### src/common/aopm_map.svh
`ifndef AOPM_MAP_SVH
`define AOPM_MAP_SVH
// result word width and pad count of the shared output bus
`define AOPM_RES_W 14
// shared pad positions used by the serial modes
`define AOPM_PAD_DIV_LO 0
`define AOPM_PAD_DIV_HI 1
`define AOPM_PAD_CLK_SRC 2
`define AOPM_PAD_SYNC_POL 3
`define AOPM_PAD_CLK_INV 4
`define AOPM_PAD_RD_MODE 5
`define AOPM_PAD_SER_OUT 6
`define AOPM_PAD_SER_CLK 7
`define AOPM_PAD_SYNC 8
// positions inside the synchronised strap vector
`define AOPM_CTL_W 4
`define AOPM_CTL_SERIAL_PARALLEL_SELECT 0
`define AOPM_CTL_IMPULSE 1
`define AOPM_CTL_WARP 2
`define AOPM_CTL_CS_N 3
// reset values
`define AOPM_RST_PADS 14'h0000
`define AOPM_RST_CTL 4'h8
`define AOPM_RST_BITCNT 4'h0
// last bit index of a frame and divider limits per code
`define AOPM_LAST_BIT 4'hd
`define AOPM_DIV_LIM0 3'h0
`define AOPM_DIV_LIM1 3'h1
`define AOPM_DIV_LIM2 3'h3
`define AOPM_DIV_LIM3 3'h7
`endif

### src/common/aopm_pkg.sv
package aopm_pkg;
  // conversion mode decoded from the two strap inputs
  typedef enum logic [1:0] {
    AOPM_MODE_NORMAL,
    AOPM_MODE_IMPULSE,
    AOPM_MODE_WARP
  } aopm_mode_e;
  // master frame sequencer
  typedef enum logic [1:0] {
    AOPM_ST_IDLE,
    AOPM_ST_SHIFT
  } aopm_state_e;
  // status carried out of the block together
  typedef struct packed {
    logic serial;
    logic master;
    logic read_after;
    logic frame;
    aopm_mode_e mode;
  } aopm_status_s;
endpackage

### src/hdl/aopm_clk_div.sv
`timescale 1ns/1ps
`include "aopm_map.svh"
// tick generator that paces the internal serial clock
module aopm_clk_div
(
  input wire logic clk_sys_i,
  input wire logic reset_i,
  input wire logic run_i,
  input wire logic [1:0] code_i,
  output logic tick_o
);
  logic [2:0] cnt_ff; // cycles since last tick
  logic [2:0] nxt_cnt;
  logic nxt_tick;
  logic [2:0] limit; // cycles between ticks minus one
  logic at_limit;

  // code zero means undivided: a tick on every cycle
  assign limit = (code_i == 2'h0) ? `AOPM_DIV_LIM0 :
                 (code_i == 2'h1) ? `AOPM_DIV_LIM1 :
                 (code_i == 2'h2) ? `AOPM_DIV_LIM2 : `AOPM_DIV_LIM3; // RULE13
  assign at_limit = (cnt_ff >= limit);
  assign nxt_cnt = (!run_i || at_limit) ? 3'h0 : cnt_ff + 3'h1;
  assign nxt_tick = run_i && at_limit;

  // counter restarts whenever no frame runs so every frame starts in phase
  always_ff @(posedge clk_sys_i)
  begin
    if (reset_i)
    begin
      cnt_ff <= 3'h0;
      tick_o <= 1'b0;
    end
    else
    begin
      cnt_ff <= nxt_cnt;
      tick_o <= nxt_tick;
    end
  end
endmodule // aopm_clk_div

### src/hdl/aopm_top.sv
`timescale 1ns/1ps
`include "aopm_map.svh"
// What this block does
// RULE1: parallel select low drives result on bus
// RULE2: serial mode: serial pins only, rest high-impedance
// RULE3: parallel: pads 0,1 carry result bits 0,1
// RULE4: master read-after: divider pins slow internal clock
// RULE5: other serial modes: divider pins hi-z, ignored
// RULE6: parallel: clock-source pad carries result bit 2
// RULE7: serial master: internal clock driven on clock pin
// RULE8: serial slave: shift data on host clock
// RULE9: parallel: sync-polarity pad carries result bit 3
// RULE10: master sync high when polarity low, else low
// RULE11: decode normal, impulse, warp from two straps
// RULE12: sync active while serial data valid
// RULE13: divider code picks four rates, zero undivided
module aopm_top
(
  input wire logic clk_sys_i,
  input wire logic reset_i,
  input wire logic serial_parallel_select_i, // strap pin, high selects serial
  input wire logic warp_select_i, // strap pin
  input wire logic impulse_select_i, // strap pin
  input wire logic chip_select_n_i, // pin, active low
  input wire logic [`AOPM_RES_W-1:0] result_i, // conversion result, same clock
  input wire logic result_valid_i, // one-cycle pulse with a new result
  input wire logic [`AOPM_RES_W-1:0] pad_in_i, // levels seen on the data pads
  output logic [`AOPM_RES_W-1:0] pad_out_o, // value driven on the data pads
  output logic [`AOPM_RES_W-1:0] pad_oe_o, // high where the pad is driven
  output aopm_pkg::aopm_status_s status_o // decoded mode and frame status
);
  import aopm_pkg::*;

  // two-stage synchronisers for every pin input
  logic [`AOPM_RES_W-1:0] pad_s1_ff;
  logic [`AOPM_RES_W-1:0] pad_s2_ff;
  logic [`AOPM_CTL_W-1:0] ctl_s1_ff;
  logic [`AOPM_CTL_W-1:0] ctl_s2_ff;
  logic [`AOPM_CTL_W-1:0] ctl_raw;
  // edge history for host clock and chip select
  logic sclk_prev_ff;
  logic cs_n_prev_ff;
  // data path
  logic [`AOPM_RES_W-1:0] result_ff; // last result, feeds parallel bus and slave reads
  logic [`AOPM_RES_W-1:0] shift_ff; // serial shifter, msb first
  logic [`AOPM_RES_W-1:0] nxt_shift;
  logic [3:0] bit_cnt_ff; // bits still to send after the current one
  logic [3:0] nxt_bit_cnt;
  logic sclk_ff; // internal serial clock level
  logic nxt_sclk;
  aopm_state_e state_ff;
  aopm_state_e nxt_state;
  logic [`AOPM_RES_W-1:0] nxt_pad_out;
  logic [`AOPM_RES_W-1:0] nxt_pad_oe;
  aopm_status_s nxt_status;

  // decoded configuration
  logic serial;
  logic master;
  logic slave;
  logic read_after;
  logic [1:0] div_code;
  logic tick;
  logic sync_pol;
  logic clk_inv;
  logic sclk_in;
  logic slave_edge;
  logic cs_fall;
  logic cs_low;
  logic frame;
  logic sync_level;
  logic start;
  aopm_mode_e mode;

  assign ctl_raw[`AOPM_CTL_SERIAL_PARALLEL_SELECT] = serial_parallel_select_i;
  assign ctl_raw[`AOPM_CTL_IMPULSE] = impulse_select_i;
  assign ctl_raw[`AOPM_CTL_WARP] = warp_select_i;
  assign ctl_raw[`AOPM_CTL_CS_N] = chip_select_n_i;

  // pads and straps come from outside this clock, so two flops before use
  always_ff @(posedge clk_sys_i)
  begin
    if (reset_i)
    begin
      pad_s1_ff <= `AOPM_RST_PADS;
      pad_s2_ff <= `AOPM_RST_PADS;
      ctl_s1_ff <= `AOPM_RST_CTL;
      ctl_s2_ff <= `AOPM_RST_CTL;
    end
    else
    begin
      pad_s1_ff <= pad_in_i;
      pad_s2_ff <= pad_s1_ff;
      ctl_s1_ff <= ctl_raw;
      ctl_s2_ff <= ctl_s1_ff;
    end
  end

  // mode decode; the clock-source and polarity straps only mean something in serial
  assign serial = ctl_s2_ff[`AOPM_CTL_SERIAL_PARALLEL_SELECT];
  assign master = serial && !pad_s2_ff[`AOPM_PAD_CLK_SRC]; // RULE7
  assign slave = serial && pad_s2_ff[`AOPM_PAD_CLK_SRC]; // RULE8
  assign read_after = master && !pad_s2_ff[`AOPM_PAD_RD_MODE];
  // divider pads are only looked at in master read-after mode
  assign div_code = read_after ?
                    {pad_s2_ff[`AOPM_PAD_DIV_HI], pad_s2_ff[`AOPM_PAD_DIV_LO]} :
                    2'h0; // RULE4 RULE5
  assign sync_pol = pad_s2_ff[`AOPM_PAD_SYNC_POL];
  assign clk_inv = pad_s2_ff[`AOPM_PAD_CLK_INV];

  // both-equal straps give normal, lone impulse or lone warp selects that mode
  assign mode = (ctl_s2_ff[`AOPM_CTL_IMPULSE] == ctl_s2_ff[`AOPM_CTL_WARP]) ?
                AOPM_MODE_NORMAL :
                (ctl_s2_ff[`AOPM_CTL_IMPULSE] ? AOPM_MODE_IMPULSE : AOPM_MODE_WARP); // RULE11

  // host clock and chip select edges, seen after the synchroniser
  assign sclk_in = pad_s2_ff[`AOPM_PAD_SER_CLK];
  assign cs_low = !ctl_s2_ff[`AOPM_CTL_CS_N];
  assign cs_fall = cs_n_prev_ff && !ctl_s2_ff[`AOPM_CTL_CS_N];
  // the host clock must be slow against clk_sys: the synchroniser costs two cycles
  assign slave_edge = clk_inv ? (sclk_prev_ff && !sclk_in) :
                      (!sclk_prev_ff && sclk_in); // RULE8

  assign frame = (state_ff == AOPM_ST_SHIFT);
  assign start = master && result_valid_i && (state_ff == AOPM_ST_IDLE);
  // sync follows the frame, inverted when the polarity strap is high
  assign sync_level = frame ^ sync_pol; // RULE10 RULE12

  aopm_clk_div u_clk_div
  (
    .clk_sys_i(clk_sys_i),
    .reset_i(reset_i),
    .run_i(frame),
    .code_i(div_code),
    .tick_o(tick)
  );

  // master sequencer and shared shifter; master data moves on the falling internal edge, slave data on the active host edge
  always_comb
  begin
    nxt_state = state_ff;
    nxt_shift = shift_ff;
    nxt_bit_cnt = bit_cnt_ff;
    nxt_sclk = sclk_ff;
    case (state_ff)
      AOPM_ST_IDLE:
      begin
        nxt_sclk = 1'b0;
        if (start)
        begin
          // new result loads straight from the converter output
          nxt_shift = result_i; // RULE7
          nxt_bit_cnt = `AOPM_LAST_BIT;
          nxt_state = AOPM_ST_SHIFT;
        end
        else if (slave && cs_fall)
        begin
          // host begins a read: first bit is on the pad right after select
          nxt_shift = result_ff; // RULE8
        end
        else if (slave && cs_low && slave_edge)
        begin
          nxt_shift = {shift_ff[`AOPM_RES_W-2:0], 1'b0}; // RULE8
        end
      end
      AOPM_ST_SHIFT:
      begin
        if (!master)
        begin
          // strap changed mid frame: abandon it rather than emit garbage
          nxt_state = AOPM_ST_IDLE;
          nxt_sclk = 1'b0;
        end
        else if (tick)
        begin
          nxt_sclk = !sclk_ff; // RULE7 RULE4
          if (sclk_ff)
          begin
            if (bit_cnt_ff == 4'h0)
            begin
              nxt_state = AOPM_ST_IDLE;
            end
            else
            begin
              nxt_shift = {shift_ff[`AOPM_RES_W-2:0], 1'b0};
              nxt_bit_cnt = bit_cnt_ff - 4'h1;
            end
          end
        end
      end
      default:
      begin
        nxt_state = AOPM_ST_IDLE;
        nxt_sclk = 1'b0;
      end
    endcase
  end

  // pad drive: full result in parallel, only the serial pads otherwise
  always_comb
  begin
    nxt_pad_out = `AOPM_RST_PADS;
    nxt_pad_oe = `AOPM_RST_PADS;
    if (!serial)
    begin
      // pad i carries result bit i, including the shared strap pads
      nxt_pad_out = result_ff; // RULE1 RULE3 RULE6 RULE9
      nxt_pad_oe = {`AOPM_RES_W{1'b1}}; // RULE1
    end
    else
    begin
      // every other pad stays undriven in serial mode
      nxt_pad_out[`AOPM_PAD_SER_OUT] = shift_ff[`AOPM_RES_W-1];
      nxt_pad_oe[`AOPM_PAD_SER_OUT] = 1'b1; // RULE2
      nxt_pad_out[`AOPM_PAD_SER_CLK] = sclk_ff;
      nxt_pad_oe[`AOPM_PAD_SER_CLK] = master; // RULE7
      nxt_pad_out[`AOPM_PAD_SYNC] = sync_level;
      nxt_pad_oe[`AOPM_PAD_SYNC] = master; // RULE10
    end
  end

  assign nxt_status.serial = serial;
  assign nxt_status.master = master;
  assign nxt_status.read_after = read_after;
  assign nxt_status.frame = frame;
  assign nxt_status.mode = mode;

  // state, result hold and edge history
  always_ff @(posedge clk_sys_i)
  begin
    if (reset_i)
    begin
      state_ff <= AOPM_ST_IDLE;
      shift_ff <= `AOPM_RST_PADS;
      bit_cnt_ff <= `AOPM_RST_BITCNT;
      sclk_ff <= 1'b0;
      result_ff <= `AOPM_RST_PADS;
      sclk_prev_ff <= 1'b0;
      cs_n_prev_ff <= 1'b1;
    end
    else
    begin
      state_ff <= nxt_state;
      shift_ff <= nxt_shift;
      bit_cnt_ff <= nxt_bit_cnt;
      sclk_ff <= nxt_sclk;
      result_ff <= result_valid_i ? result_i : result_ff;
      sclk_prev_ff <= sclk_in;
      cs_n_prev_ff <= ctl_s2_ff[`AOPM_CTL_CS_N];
    end
  end

  // outputs straight from flops; all pads released during reset
  always_ff @(posedge clk_sys_i)
  begin
    if (reset_i)
    begin
      pad_out_o <= `AOPM_RST_PADS;
      pad_oe_o <= `AOPM_RST_PADS;
      status_o <= '0;
    end
    else
    begin
      pad_out_o <= nxt_pad_out;
      pad_oe_o <= nxt_pad_oe;
      status_o <= nxt_status;
    end
  end
endmodule // aopm_top

### config.mk
export PLATFORM = sky130hd
export DESIGN_NAME = aopm_top
export DESIGN_NICKNAME = d
export VERILOG_FILES = /design/src/common/aopm_pkg.sv /design/src/hdl/aopm_clk_div.sv /design/src/hdl/aopm_top.sv
export VERILOG_INCLUDE_DIRS = /design/src /design/src/common
export SDC_FILE = /design/constraint.sdc
export NUM_CORES = 1
export LEC_CHECK = 0
export BUFFER_PORTS_ARGS = -buffer_cell sky130_fd_sc_hd__buf_2
export CORE_AREA = 2 2 91 84
export CTS_CLUSTER_SIZE = 30
export DETAILED_ROUTE_END_ITERATION = 10
export DIE_AREA = 0 0 93 86
export PLACE_DENSITY = 0.73
export SETUP_SLACK_MARGIN = 0.15
export SLEW_MARGIN = 20
export SYNTH_ARGS = -nofsm -noshare
export SYNTH_HDL_FRONTEND = slang
export SYNTH_SLANG_ARGS = --single-unit
### constraint.sdc
create_clock -name clk_sys_i -period 1.9 [get_ports clk_sys_i]
set_input_delay 0 -clock clk_sys_i [delete_from_list [all_inputs] [get_ports clk_sys_i]]
set_output_delay 0 -clock clk_sys_i [all_outputs]
set_load 0.05 [all_outputs]
==> flow_summary.json <==
{
  "yosysTopAreaCell": "sky130_fd_sc_hd__dfxtp_1",
  "arrival_time_reported_for_the_critical_path_endpoint_ns": 2.03,
  "grtUsageMet3_pct": 4.75,
  "syn_avg_cell_area_um2": 10.3,
  "drt-initial-drc-count": 129,
  "gp_congestion": 0.863,
  "timing.final.hold_violations": 0,
  "wire_length_of_the_first_global_routing_pass_mm": 11.0,
  "post-route-cell-area_um2": 4170,
  "max_stage_delay_ns": 0.39,
  "fp-row-count": 29,
  "synthDistinctLibCells": 44,
  "syn_inst_count": 319,
  "yosys.area_share.adder_pct": 2.29,
  "grt_start_max_net_pins": 36,
  "power.density_nw_per_um2": 829,
  "clkSlewWorstSetupHoldPaths_ns": 0.09,
  "max_slew.worst_pin.slew_ns": 0.675,
  "postSynth.asyncResetShare_pct": 0,
  "critical_path.n_buffers_inverters": 1,
  "period_share_pct": 91.3,
  "worst_r2r_endpoint": "shift_ff[1]",
  "die-area_um2": 8000,
  "initial_utilization_pct": 47.1,
  "main_combinational_cell_family_by_area_after_synthesis": "simple AND/OR/NAND/NOR gates",
  "synthToLayoutAreaGrowth_pct": 27.0,
  "post_synth_instance_area_um2": 3280,
  "maxCapViolCount": 0,
  "critical_path.cell_chain": "or3b_1 -> a211o_1 -> a221o_1 -> buf_12 -> o22ai_1",
  "clock_tree.htree_level_count": 3,
  "area_fraction_of_the_dominant_cell_type_after_synthesis_pct": 51.9,
  "peakVddDrop_mv": 0.530,
  "count_of_nets_left_with_antenna_violations_after_detail_routing": 0,
  "ys.warnings.count": 0,
  "grt_setup_unrepaired": "true",
  "io-pin-count": 69,
  "fraction_of_synthesized_cell_area_in_xor_and_xnor_cells_pct": 1.60,
  "synthesized_flop_and_latch_total": 85,
  "buffer_cell_driving_the_clock_tree_root": "sky130_fd_sc_hd__clkbuf_8",
  "regToRegSetupSlack_ns": 0.17,
  "r2r_cells": 5,
  "design.final.nets": 445,
  "dr_vias": 2457,
  "clock_latency_ns": 0.36,
  "floorplan.die.height_um": 86,
  "port-buffer-count": 61,
  "number_of_remaining_drc_errors": 0,
  "clk_path_buf_depth": 2,
  "antenna_violations_before_repair": 0,
  "achievable-frequency_ghz": 0.576,
  "grtUsageMet1_pct": 20.9,
  "num_antenna_cells": 0,
  "routed_wl_mm": 6.45,
  "post_route_cells_drive_above_1_share_pct": 30.1,
  "post_drt_wl_per_cell_um": 12.9,
  "synth.mux.area_fraction_pct": 5.23,
  "number_of_global_route_vias_before_repair": 2428,
  "relative_slew_slack_pct": 54.8,
  "cp_top_family": "compound AO/OA/AOI/OAI gates",
  "worstSetupPathType": "flop to flop",
  "final.fill_count": 590,
  "post_synth_main_area_contributors": "sky130_fd_sc_hd__dfxtp_1 (52%), sky130_fd_sc_hd__mux2i_1 (4.9%), sky130_fd_sc_hd__nor2b_1 (4.4%)",
  "outcome": "finished, final reports clean",
  "globalRouteMet2Util_pct": 29.4,
  "endpoint_of_the_most_critical_setup_path": "shift_ff[1]",
  "busiest_grt_layer": "met2",
  "grt.overflow.total": 0,
  "static-leakage-power_nw": 1.73,
  "setup-violations-final": 0,
  "synth_compound_gate_area_share_pct": 14.6,
  "cp-start-kind": "flop",
  "critical_path.startpoint": "sclk_prev_ff",
  "syn-num-nets": 360,
  "synth-simple-area-share_pct": 16.9,
  "dpl-instance-area_um2": 3680,
  "dominant_register_cell_in_the_synthesized_netlist": "sky130_fd_sc_hd__dfxtp_1",
  "post_synth_edffs": 0,
  "post-dp-hpwl_mm": 4.29,
  "hp-class": "primary input to flop",
  "core-area_um2": 6970,
  "tritoncts": "done",
  "total_power_w": 0.00345,
  "timing.final.max_slew_violations": 0,
  "fin_setup_tns_ns": 0,
  "via_per_inst": 4.89,
  "setup_skew_after_layout_ns": 0.0159,
  "timing.final.crit_period_ns": 1.73,
  "ys_seq_area_share_pct": 51.9,
  "critical_path_cell_count": 5,
  "groute.usage.overall_pct": 17.4,
  "worst_ep_required_time_ns": 2.19,
  "reg_to_reg_start": "sclk_prev_ff",
  "critPathSlowestCell": "sky130_fd_sc_hd__a221o_1",
  "cts_inserted_buffers": 9,
  "clock_sink_count": 85,
  "endpoint_kind": "flop",
  "floorplan.die.width_um": 93,
  "peak_fanout_along_the_critical_path": 11,
  "firstDrtPassIters": 4
}
[how the worst min path moves through the flow]
| stage | start | to | slack [ns] | cells past startpoint |
|---|---|---|---|---|
| CTS | reset_i | u_clk_div.tick_o | 0.02 | 3 |
| finish | reset_i | u_clk_div.tick_o | 0.04 | 3 |
| global route | result_valid_i | state_ff[0] | 0.07 | 3 |
| detailed placement | chip_select_n_i | ctl_s1_ff[3] | 0.19 | 2 |
| floorplan | chip_select_n_i | ctl_s1_ff[3] | 0.10 | 1 |
| global placement | chip_select_n_i | ctl_s1_ff[3] | 0.19 | 2 |
[where the power goes]
group          internal (W)  switching [W]
registers           0.00184      0.0000343
clock network      0.000490       0.000667
logic              0.000169       0.000251
[tightest hold or removal path: stages]
cell	delay (ns)
sky130_fd_sc_hd__buf_2	0.12
sky130_fd_sc_hd__nand2b_1	0.17
sky130_fd_sc_hd__nor2_1	0.07
[layout make-up]
type / count / area [um^2] / share of cell area (%)
clock inverters: 7 / 56.3 / 1.35
inverters: 18 / 67.6 / 1.62
repair buffers: 105 / 721 / 17.3
flip-flops and latches: 85 / 1710 / 41.0
multi-input cells: 185 / 1370 / 32.9
clock buffers: 9 / 124 / 2.97
well taps: 93 / 116 / 2.79
[stage by stage]
step / worst slack (ns) / hold WS, ns / cells / util (%)
final: 0.165 / 0.0408 / 502 / 59.8
after global routing: 0.0855 / 0.0656 / 502 / 59.8
after CTS: 0.161 / 0.0221 / 500 / 59.4
after detailed placement: 0.0829 / 0.191 / 458 / 52.9
after global placement: 0.131 / 0.187 / 458 / 52.9
after floorplan: 0.155 / 0.104 / 319 / -
[registers in the layout, summed over array words and instances, names as in the netlist, 4 cells and up]
signal      flops
shift_ff       14
pad_s2_ff       7
ctl_s1_ff       4
pad_out_o      14
ctl_s2_ff       4
pad_s1_ff       7
status_o        6
bit_cnt_ff      4
result_ff      14
[layout by cell type (no fill, tap or decap), types with 6 or more instances in the layout]
master	count
sky130_fd_sc_hd__dfxtp_1	83
sky130_fd_sc_hd__buf_2	61
sky130_fd_sc_hd__dlygate4sd3_1	25
sky130_fd_sc_hd__nor2b_1	23
sky130_fd_sc_hd__nor2_1	22
sky130_fd_sc_hd__inv_1	17
sky130_fd_sc_hd__mux2i_1	16
sky130_fd_sc_hd__buf_4	16
sky130_fd_sc_hd__o22ai_1	15
sky130_fd_sc_hd__o22a_1	12
sky130_fd_sc_hd__and2_1	11
sky130_fd_sc_hd__o22ai_2	10
sky130_fd_sc_hd__clkbuf_8	9
sky130_fd_sc_hd__nand3_1	7
sky130_fd_sc_hd__nor3_1	7
sky130_fd_sc_hd__a21oi_1	6
sky130_fd_sc_hd__ha_1	6
[logic make-up after synthesis]
group                    count (synthesis)
multiplexers                            17
flip-flops                              85
buffers and inverters                   49
AO/OA/AOI/OAI                           58
AND/OR/NAND/NOR                         98
adder cells (fa/ha/maj)                  6
XOR/XNOR                                 6
[layer usage]
metal	part of all wire, %	up-vias	routed length [um]
li1	-	1254	-
met1	45	1121	2900
met2	48	69	3090
met3	5.6	13	363
met4	1.6	0	104
met5	0	-	0
[cells in the mapped netlist, types with 7 or more instances]
master                     count
sky130_fd_sc_hd__o22ai_1      15
sky130_fd_sc_hd__nor3_1        8
sky130_fd_sc_hd__buf_4        13
sky130_fd_sc_hd__inv_1        18
sky130_fd_sc_hd__o22a_1       12
sky130_fd_sc_hd__nand3_1       7
sky130_fd_sc_hd__and2_1       11
sky130_fd_sc_hd__dfxtp_1      85
sky130_fd_sc_hd__nor2b_1      23
sky130_fd_sc_hd__clkbuf_1      9
sky130_fd_sc_hd__mux2i_1      16
sky130_fd_sc_hd__o22ai_2      10
sky130_fd_sc_hd__nor2_1       23
[what timing repair did]
item	CTS	global route
gates resized for setup	6	3
endpoints found under the setup margin	14	20
pin swaps	2	3
cloned	0	0
hold endpoints to repair	25	0
buffers inserted	1	2
hold buffers	25	0
No activity file was read; power rests on OpenSTA's default activity.
